--- src/asc_defs.vh ---
// Constants for the converter sequencer control block: offsets, fields, resets, codes.
// Assumes a 32-bit APB slave with one aligned word per register.
// Summary of operation
// - Watchdog enable turns result comparison on
// - Sync field codes free, parallel, fast, slow
// - Sync field acts only in first converter
// - Discontinuous burst converts count plus one
// - Discontinuous enable picks burst or normal sequencing
// - Single-channel bit limits watchdog to selection in scan mode
// - Scan bit enables stepping channel list
// - Watchdog interrupt enable gates watchdog flag
// - Done interrupt enable gates done flag
// - Watchdog channel field selects 0 to 17
// - First converter routes 16/17 internally
// - Control register resets to all zeros
// - Out-of-window result sets watchdog flag
// - Sequence completion sets done flag
`ifndef ASC_DEFS_VH
`define ASC_DEFS_VH
`define ASC_OFF_STATUS 12'h000
`define ASC_OFF_CTRL0 12'h004
`define ASC_OFF_LOW_THR 12'h024
`define ASC_OFF_HIGH_THR 12'h028
`define ASC_OFF_SEQ_LEN 12'h02C
`define ASC_OFF_CH_LIST 12'h030
`define ASC_OFF_CMD 12'h034
`define ASC_OFF_STATE 12'h038
`define ASC_CTRL0_RESET 32'h00000000
`define ASC_CTRL0_WMASK 32'h008FEB7F
`define ASC_BIT_WD_EN 23
`define ASC_SYNC_HI 19
`define ASC_SYNC_LO 16
`define ASC_DISC_HI 15
`define ASC_DISC_LO 13
`define ASC_BIT_DISC_EN 11
`define ASC_BIT_WD_SINGLE 9
`define ASC_BIT_SCAN 8
`define ASC_BIT_WD_IE 6
`define ASC_BIT_EOC_IE 5
`define ASC_WDCH_HI 4
`define ASC_WDCH_LO 0
`define ASC_BIT_EOC 1
`define ASC_BIT_WDE 0
`define ASC_SYNC_FREE 4'h0
`define ASC_SYNC_PARALLEL 4'h6
`define ASC_SYNC_FAST 4'h7
`define ASC_SYNC_SLOW 4'h8
`define ASC_CH_MAX 5'h11
`define ASC_CH_TEMP 5'h10
`define ASC_CH_VREF 5'h11
`endif

--- src/asc_wdog_cmp.v ---
// Watchdog window comparator for one converted result.
// Assumes thresholds are stable while results arrive.
`timescale 1ns/100ps
`include "asc_defs.vh"
module asc_wdog_cmp #(
	parameter DW = 12
)(
	input wire i_enable, // Watchdog enabled
	input wire i_single, // Single-channel watchdog
	input wire i_scan, // Scan mode active
	input wire [4:0] i_sel_ch, // Watched channel
	input wire [4:0] i_res_ch, // Channel of result
	input wire [DW-1:0] i_result, // Converted value
	input wire [DW-1:0] i_low, // Low threshold
	input wire [DW-1:0] i_high, // High threshold
	output wire o_hit // Out of window, qualified
);
	wire chan_ok;
	// Single-channel restriction only meaningful in scan mode; else the one channel converted
	assign chan_ok = (i_scan && !i_single) || (i_res_ch == i_sel_ch) || !i_scan;
	assign o_hit = i_enable && chan_ok && ((i_result < i_low) || (i_result > i_high));
endmodule

--- src/asc_seq_step.v ---
// Sequence step counter: tracks position in list and burst length.
// Assumes a one-cycle step pulse per completed conversion.
`timescale 1ns/100ps
module asc_seq_step (
	input wire i_clk, // Clock
	input wire i_reset_n, // Async reset, active low
	input wire i_ce, // Clock enable
	input wire i_clear, // Restart at list head
	input wire i_step, // One conversion done
	input wire [3:0] i_len_m1, // Sequence length minus one
	input wire [2:0] i_disc_m1, // Burst length minus one
	input wire i_disc_en, // Discontinuous on
	output wire [3:0] o_pos, // Current list slot
	output wire o_seq_end, // Step ends sequence
	output wire o_burst_end // Step ends burst
);
	reg [3:0] pos_q;
	reg [2:0] burst_q;
	assign o_pos = pos_q;
	assign o_seq_end = i_step && (pos_q == i_len_m1);
	assign o_burst_end = i_step && (o_seq_end || (i_disc_en && (burst_q == i_disc_m1)));
	// Position and burst counters; burst restarts at each burst end
	always @(posedge i_clk or negedge i_reset_n)
	begin
		if (!i_reset_n)
		begin
			pos_q <= 4'h0;
			burst_q <= 3'h0;
		end
		else if (i_ce)
		begin
			if (i_clear || o_seq_end)
				pos_q <= 4'h0;
			else if (i_step)
				pos_q <= pos_q + 4'h1;
			if (i_clear || o_burst_end)
				burst_q <= 3'h0;
			else if (i_step)
				burst_q <= burst_q + 3'h1;
		end
	end
endmodule

--- src/asc_ctrl_top.v ---
// Converter sequencer control: APB register file, sequencer, watchdog, interrupt.
// Assumes an analog core that takes a start pulse and a channel, then returns
// a result with a done pulse; APB master follows the usual two-phase protocol.
//
// The APB register port was left to the implementer.
`timescale 1ns/100ps
`include "asc_defs.vh"
module asc_ctrl_top #(
	parameter DW = 12,
	parameter IS_FIRST = 1
)(
	input wire i_clk, // 100 MHz clock
	input wire i_reset_n, // Async reset, active low
	input wire i_ce, // Clock enable, freezes state
	input wire i_psel, // APB select
	input wire i_penable, // APB enable
	input wire i_pwrite, // APB write
	input wire [11:0] i_paddr, // APB byte address
	input wire [31:0] i_pwdata, // APB write data
	output reg [31:0] o_prdata, // APB read data
	output reg o_pready, // APB ready
	output reg o_pslverr, // APB error
	input wire i_trigger, // Sequence trigger pulse
	input wire i_conv_done, // Core finished conversion
	input wire [DW-1:0] i_conv_result, // Core result
	output reg o_conv_start, // Start one conversion
	output reg [4:0] o_conv_ch, // Channel to convert
	output reg o_ch_internal, // Channel routed to internal source
	output reg [3:0] o_sync_mode, // Sync mode toward partner
	output reg o_irq // Interrupt request
);
	localparam ST_IDLE = 2'h0;
	localparam ST_START = 2'h1;
	localparam ST_WAIT = 2'h2;
	reg [31:0] ctrl0_q;
	reg [1:0] stat_q;
	reg [DW-1:0] low_q;
	reg [DW-1:0] high_q;
	reg [3:0] len_q;
	reg [4:0] list_q [0:15];
	reg [1:0] state_q;
	reg [1:0] state_d;
	reg armed_q;
	reg [DW-1:0] last_q;
	reg [4:0] cur_ch_q;
	wire wr_acc;
	wire rd_acc;
	wire [3:0] pos;
	wire seq_end;
	wire burst_end;
	wire wd_hit;
	wire step;
	wire scan_on;
	wire [3:0] len_eff;
	wire clear_seq;
	integer k;

	// Valid sync code check, used only for the sync mode output
	function sync_valid;
		input [3:0] code;
		begin
			sync_valid = (code == `ASC_SYNC_FREE) || (code == `ASC_SYNC_PARALLEL) ||
				(code == `ASC_SYNC_FAST) || (code == `ASC_SYNC_SLOW);
		end
	endfunction

	// Legal channel number check
	function ch_valid;
		input [4:0] ch;
		begin
			ch_valid = (ch <= `ASC_CH_MAX);
		end
	endfunction

	// Zero-wait APB: access taken when psel and penable both high
	assign wr_acc = i_psel && i_penable && i_pwrite && o_pready;
	assign rd_acc = i_psel && i_penable && !i_pwrite && o_pready;
	assign scan_on = ctrl0_q[`ASC_BIT_SCAN];
	// Without scan only list slot 0 is converted
	assign len_eff = scan_on ? len_q : 4'h0;
	assign step = (state_q == ST_WAIT) && i_conv_done;
	assign clear_seq = wr_acc && (i_paddr == `ASC_OFF_CMD) && i_pwdata[1];

	asc_seq_step u_step (
		.i_clk(i_clk),
		.i_reset_n(i_reset_n),
		.i_ce(i_ce),
		.i_clear(clear_seq),
		.i_step(step),
		.i_len_m1(len_eff),
		.i_disc_m1(ctrl0_q[`ASC_DISC_HI:`ASC_DISC_LO]),
		.i_disc_en(ctrl0_q[`ASC_BIT_DISC_EN]),
		.o_pos(pos),
		.o_seq_end(seq_end),
		.o_burst_end(burst_end)
	);

	asc_wdog_cmp #(.DW(DW)) u_wdog (
		.i_enable(ctrl0_q[`ASC_BIT_WD_EN]),
		.i_single(ctrl0_q[`ASC_BIT_WD_SINGLE]),
		.i_scan(scan_on),
		.i_sel_ch(ctrl0_q[`ASC_WDCH_HI:`ASC_WDCH_LO]),
		.i_res_ch(cur_ch_q),
		.i_result(i_conv_result),
		.i_low(low_q),
		.i_high(high_q),
		.o_hit(wd_hit)
	);

	// Control register; reserved bits masked so they always read zero
	always @(posedge i_clk or negedge i_reset_n)
	begin
		if (!i_reset_n)
			ctrl0_q <= `ASC_CTRL0_RESET;
		else if (i_ce && wr_acc && (i_paddr == `ASC_OFF_CTRL0))
			ctrl0_q <= i_pwdata & `ASC_CTRL0_WMASK;
	end

	// Thresholds, list length and channel list
	always @(posedge i_clk or negedge i_reset_n)
	begin
		if (!i_reset_n)
		begin
			low_q <= {DW{1'b0}};
			high_q <= {DW{1'b1}};
			len_q <= 4'h0;
			for (k = 0; k < 16; k = k + 1)
				list_q[k] <= 5'h00;
		end
		else if (i_ce && wr_acc)
		begin
			if (i_paddr == `ASC_OFF_LOW_THR)
				low_q <= i_pwdata[DW-1:0];
			if (i_paddr == `ASC_OFF_HIGH_THR)
				high_q <= i_pwdata[DW-1:0];
			if (i_paddr == `ASC_OFF_SEQ_LEN)
				len_q <= i_pwdata[3:0];
			// Slot index in bits 11:8, channel in 4:0; illegal channels dropped
			if ((i_paddr == `ASC_OFF_CH_LIST) && ch_valid(i_pwdata[4:0]))
				list_q[i_pwdata[11:8]] <= i_pwdata[4:0];
		end
	end

	// Sticky status; read clears, but a new event in the same cycle wins
	always @(posedge i_clk or negedge i_reset_n)
	begin
		if (!i_reset_n)
			stat_q <= 2'h0;
		else if (i_ce)
		begin
			if (rd_acc && (i_paddr == `ASC_OFF_STATUS))
				stat_q <= 2'h0;
			if (step && seq_end)
				stat_q[`ASC_BIT_EOC] <= 1'b1;
			if (step && wd_hit)
				stat_q[`ASC_BIT_WDE] <= 1'b1;
		end
	end

	// Sequencer next state
	always @*
	begin
		state_d = state_q;
		case (state_q)
			ST_IDLE:
				if (i_trigger || armed_q)
					state_d = ST_START;
			ST_START:
				state_d = ST_WAIT;
			ST_WAIT:
				if (i_conv_done)
					state_d = (burst_end) ? ST_IDLE : ST_START;
			default:
				state_d = ST_IDLE;
		endcase
	end

	// Sequencer state, start pulse and channel; one trigger may queue while busy
	always @(posedge i_clk or negedge i_reset_n)
	begin
		if (!i_reset_n)
		begin
			state_q <= ST_IDLE;
			armed_q <= 1'b0;
			o_conv_start <= 1'b0;
			o_conv_ch <= 5'h00;
			cur_ch_q <= 5'h00;
			o_ch_internal <= 1'b0;
			last_q <= {DW{1'b0}};
		end
		else if (i_ce)
		begin
			state_q <= state_d;
			if (state_q == ST_IDLE)
				armed_q <= 1'b0;
			else if (i_trigger)
				armed_q <= 1'b1;
			o_conv_start <= (state_q == ST_START);
			if (state_q == ST_START)
			begin
				o_conv_ch <= list_q[pos];
				cur_ch_q <= list_q[pos];
				// Channels 16 and 17 go to sensor and reference only on the first unit
				o_ch_internal <= (IS_FIRST != 0) &&
					((list_q[pos] == `ASC_CH_TEMP) || (list_q[pos] == `ASC_CH_VREF));
			end
			if (step)
				last_q <= i_conv_result;
		end
	end

	// Sync mode drives partner only on first unit, and only for legal codes
	always @(posedge i_clk or negedge i_reset_n)
	begin
		if (!i_reset_n)
			o_sync_mode <= `ASC_SYNC_FREE;
		else if (i_ce)
		begin
			if ((IS_FIRST != 0) && sync_valid(ctrl0_q[`ASC_SYNC_HI:`ASC_SYNC_LO]))
				o_sync_mode <= ctrl0_q[`ASC_SYNC_HI:`ASC_SYNC_LO];
			else
				o_sync_mode <= `ASC_SYNC_FREE;
		end
	end

	// Interrupt: level while an enabled sticky flag is set
	always @(posedge i_clk or negedge i_reset_n)
	begin
		if (!i_reset_n)
			o_irq <= 1'b0;
		else if (i_ce)
			o_irq <= (stat_q[`ASC_BIT_WDE] && ctrl0_q[`ASC_BIT_WD_IE]) ||
				(stat_q[`ASC_BIT_EOC] && ctrl0_q[`ASC_BIT_EOC_IE]);
	end

	// APB answer; ready is high only in the cycle after each setup so data is registered
	always @(posedge i_clk or negedge i_reset_n)
	begin
		if (!i_reset_n)
		begin
			o_pready <= 1'b0;
			o_pslverr <= 1'b0;
			o_prdata <= 32'h00000000;
		end
		else if (i_ce)
		begin
			o_pready <= i_psel && !i_penable;
			o_pslverr <= 1'b0;
			o_prdata <= 32'h00000000;
			if (i_psel && !i_penable)
			begin
				case (i_paddr)
					`ASC_OFF_STATUS: o_prdata <= {30'h00000000, stat_q};
					`ASC_OFF_CTRL0: o_prdata <= ctrl0_q;
					`ASC_OFF_LOW_THR: o_prdata <= {{(32-DW){1'b0}}, low_q};
					`ASC_OFF_HIGH_THR: o_prdata <= {{(32-DW){1'b0}}, high_q};
					`ASC_OFF_SEQ_LEN: o_prdata <= {28'h0000000, len_q};
					`ASC_OFF_CMD: o_prdata <= 32'h00000000;
					`ASC_OFF_STATE: o_prdata <= {{(26-DW){1'b0}}, last_q, pos, state_q};
					`ASC_OFF_CH_LIST: o_prdata <= 32'h00000000;
					default: o_pslverr <= 1'b1;
				endcase
			end
		end
	end
endmodule

--- config.mk ---
export PLATFORM = sky130hd
export DESIGN_NAME = asc_ctrl_top
export DESIGN_NICKNAME = d
export VERILOG_FILES = /design/src/asc_wdog_cmp.v /design/src/asc_seq_step.v /design/src/asc_ctrl_top.v
export VERILOG_INCLUDE_DIRS = /design/src
export SDC_FILE = /design/constraint.sdc
export NUM_CORES = 1
export LEC_CHECK = 0
export BUFFER_PORTS_ARGS = -buffer_cell sky130_fd_sc_hd__buf_4
export CORE_AREA = 2 2 147 149
export DETAILED_ROUTE_END_ITERATION = 12
export DIE_AREA = 0 0 149 151
export GPL_TIMING_DRIVEN = 1
export PLACE_DENSITY = 0.7
export SYNTH_ARGS = -nofsm -noshare
export SYNTH_HDL_FRONTEND = slang
export SYNTH_SLANG_ARGS = --single-unit
--- constraint.sdc ---
create_clock -name i_clk -period 2.1 [get_ports i_clk]
set_clock_uncertainty 0.05 [all_clocks]
set_input_delay 0.42 -clock i_clk [delete_from_list [all_inputs] [get_ports i_clk]]
set_output_delay 0.42 -clock i_clk [all_outputs]
set_load 0.01 [all_outputs]
==> summary.md <==
| Metric | Value |
|---|---|
| Status | `finished, violations left` |
| Failing checks | `negative setup slack` |
| Fin cells | `~1,200` |
| Min-Delay Endpoint | `low_q[7]` |
| Period utilization | `101%` |
| R2R Path End | `cur_ch_q[1]` |
| HP Class | `in -> reg` |
| Die Footprint | `about 0.022 mm2` |
| Unrepaired setup endpoints after global routing | `true` |
| Worst R2R Start | `u_step.o_pos[0]` |
| Clock Latency Late Sink | `approximately 0.43 ns` |
| Ys async rst share | `100%` |
| Rows | `53` |
| Cell Chain, Critical Path | `buf_12 > mux4_2 > mux4_2 > mux2_2` |
| EDFF count, synth | `0` |
| Number of max-cap violations | `0` |
| CP max FO | `21` |
| DRC | `0` |
| CTS buffer count | `17` |
| RePlAce Congestion | `slightly above 0.9` |
| Crit path time final | `~2.1 ns` |
| Syn avg cell area | `around 12 um2` |
| Worst-path clk slew | `0.07 ns` |
| Placed insts | `around 1,200` |
| Drt first pass iters | `5` |
| Top post-synthesis cells by count | `dfrtp_1, mux2_2, nand2_1, o21ai_0, clkbuf_1` |
| Initial drt markers | `about 540` |
| GR Overflow Total | `0` |
| DRT Wirelength | `approximately 25 mm` |
| Register area share after synthesis | `50.1%` |
| Met2 usage | `between 30% and 40%` |
| Worst setup EP type | `flip-flop` |
| Worst Hold Depth | `3` |
| First-pass GRT wire length | `38.3 mm` |
| Post-layout total power | `between 7 and 8 mW` |
| HP Start | `i_pwdata[7]` |
| Setup TNS | `-0.0427 ns` |
| Largest net degree at the start of global routing | `between 50 and 60` |
| Cell area after synthesis | `between 0.009 and 0.01 mm2` |
| Post-synth top area cell | `dfrtp_1` |
| Unique masters post-synth | `65` |
| Gr usage total | `22.4%` |
| Core area | `~0.021 mm2` |
| Leakage | `5.67 nW` |
| Drt wl/cell | `between 20 and 25 um` |
| Starting Density | `approximately 45%` |
| Ys flop type | `dfrtp_1` |
| IO Port Bufs | `between 80 and 90` |
| R2r setup slk | `-0.03 ns` |
| CTS max path bufs | `2` |
| Root buf cell | `clkbuf_16` |
| Worst Path Buf+Inv | `1` |
| PD cells | `~660 mW/mm2` |
| P&R area growth vs syn | `26.9%` |
| M1 GR Usage | `between 30% and 40%` |
| Final nets | `just over 1,000` |
| GR peak layer | `met2` |
| Delay-heaviest family, CP | `multiplexers` |
| CTS Sinks | `185` |
| DP HPWL | `17.7 mm` |
| Area fraction of the dominant cell type after synthesis | `about 47%` |
| Setup CP Type | `reg -> reg` |
| Setup ws final | `-0.0295 ns` |
| Synthesized flop and latch total | `approximately 190` |
| Die Span X | `around 150 um` |
| Critical Path Slowest Stage Cell | `mux4_2` |
| Via count | `around 7,000` |
| Setup crit start kind | `flip-flop` |
| Max VDD drop | `a little under 0.4 mV` |
| CP arrival | `2.40 ns` |
| Gate Count Post-Synth | `780` |
| Final setup vio count | `2` |
| R2r worst-path depth | `4` |
| Vias per inst | `5.64` |
| GR Layer Usage met3 | `4.76%` |
| Fmax achieved | `470 MHz` |
| I/O pins | `110` |
| Vias in the first global route | `6,815` |
| Filler Cell Count | `around 1,700` |
| Most common cell in the netlist | `dfrtp_1` |
| Largest cells by area after synthesis | `dfrtp_1, mux2_2, mux4_2` |
| Cell repeated most along the worst path | `mux4_2` |
| Antenna Cells | `0` |
| Die H | `about 150 um` |
| CTS tree | `built` |
| Final Hold Fails | `0` |
| Layout cells sized above 1 | `42.1%` |
| CP max stage delay | `~0.57 ns` |
| Post-Place Worst Slack | `-0.470 ns` |
| Ys Warns | `0` |
| Initial antenna violation count | `0` |
| Depth of the CTS H-tree | `4` |
| Number of routed nets with antenna violations | `0` |
| Slew Limit Fails | `0` |
| CP Data Required Time | `2.37 ns` |
## cells by family (layout without fill, tap and decap cells)
kind of cell             Yosys count  in the layout  synth area share [%]
multiplexers                     141            141                  19.6
XOR/XNOR                          10             10                 0.944
flip-flops                       185            185                  50.1
buffers and inverters             92            249                  4.34
adder cells (fa/ha/maj)           25             25                  3.37
AO/OA/AOI/OAI                    135            135                  10.0
other                              1             11                0.0404
AND/OR/NAND/NOR                  191            191                  11.5
## power by group
group / total (mW) / internal, mW / switching [mW]
Combinational: 0.693 / 0.271 / 0.421
Clock: 3.26 / 1.80 / 1.46
Sequential: 3.83 / 3.72 / 0.110
Total: 7.78 / 5.79 / 1.99
## cell type report
class	count	area [um2]	area share, %
Sequential cell	185	4640	39.5
Multi-Input combinational cell	513	4540	38.6
Timing Repair Buffer	182	1510	12.8
Clock buffer	19	443	3.77
Tap cell	275	344	2.92
Clock inverter	12	141	1.20
Inverter	36	135	1.15
## timing repair
item | in CTS | in global routing
gates cloned | 0 | 0
endpoints found under the hold margin | 37 | 0
resized for setup | 11 | 31
buffers inserted | 1 | 2
endpoints found under the setup margin | 71 | 38
pin swaps | 9 | 12
hold buffers | 1 | 0
## metal layers
layer  routed length [um]  vias to the layer above
met4                  576                        0
met3                 1410                       35
met5                    0                        -
li1                     -                     3136
met2                11600                      208
met1                11000                     3516
## worst max path at each step
stage                               start           to  slack, ns  depth (start not counted)
after floorplan                i_paddr[2]   list_q[65]      -0.26                          6
after global placement         i_paddr[1]    list_q[7]      -0.42                          6
after detailed placement       i_paddr[1]    list_q[7]      -0.47                          6
after CTS                 u_step.o_pos[0]  cur_ch_q[1]      -0.03                          4
after global routing      u_step.o_pos[0]  cur_ch_q[3]      -0.07                          6
final                     u_step.o_pos[0]  cur_ch_q[1]      -0.03                          4
## cell usage in the layout (no fill, tap or decap), types with 17 or more instances in the layout
cell type,netlist,final
buf_4,12,165
clkbuf_16,0,17
mux2_2,107,85
inv_1,36,35
nand2_1,80,79
ha_1,25,23
mux4_2,20,20
dfrtp_1,173,173
o2bb2ai_1,18,18
mux2_4,5,28
o21ai_0,41,39
nand3_1,22,20
## worst reg2reg max path: stages, from the launching register on
cell and delay, ns:
dfrtp_1 0.37, buf_12 0.20, mux4_2 0.59, mux4_2 0.52, mux2_2 0.28
## metrics by stage
step                area, um2  utilization, %  hold WS [ns]
global placement        11000            52.6         0.354
CTS                     11600            55.7         0.146
global route            11800            56.5         0.152
detailed placement      11000            52.6         0.351
floorplan                9440               -        0.0744
finish                  11800            56.5         0.155
## flip-flops by register name (all words and copies together), names as in the netlist, 3 cells and up
signal	flops
o_prdata	21
list_q	80
o_sync_mode	4
high_q	12
low_q	12
last_q	12
u_step.burst_q	3
u_step.o_pos	4
cur_ch_q	5
ctrl0_q	18
len_q	4
Power figures use the tool's default switching activity.
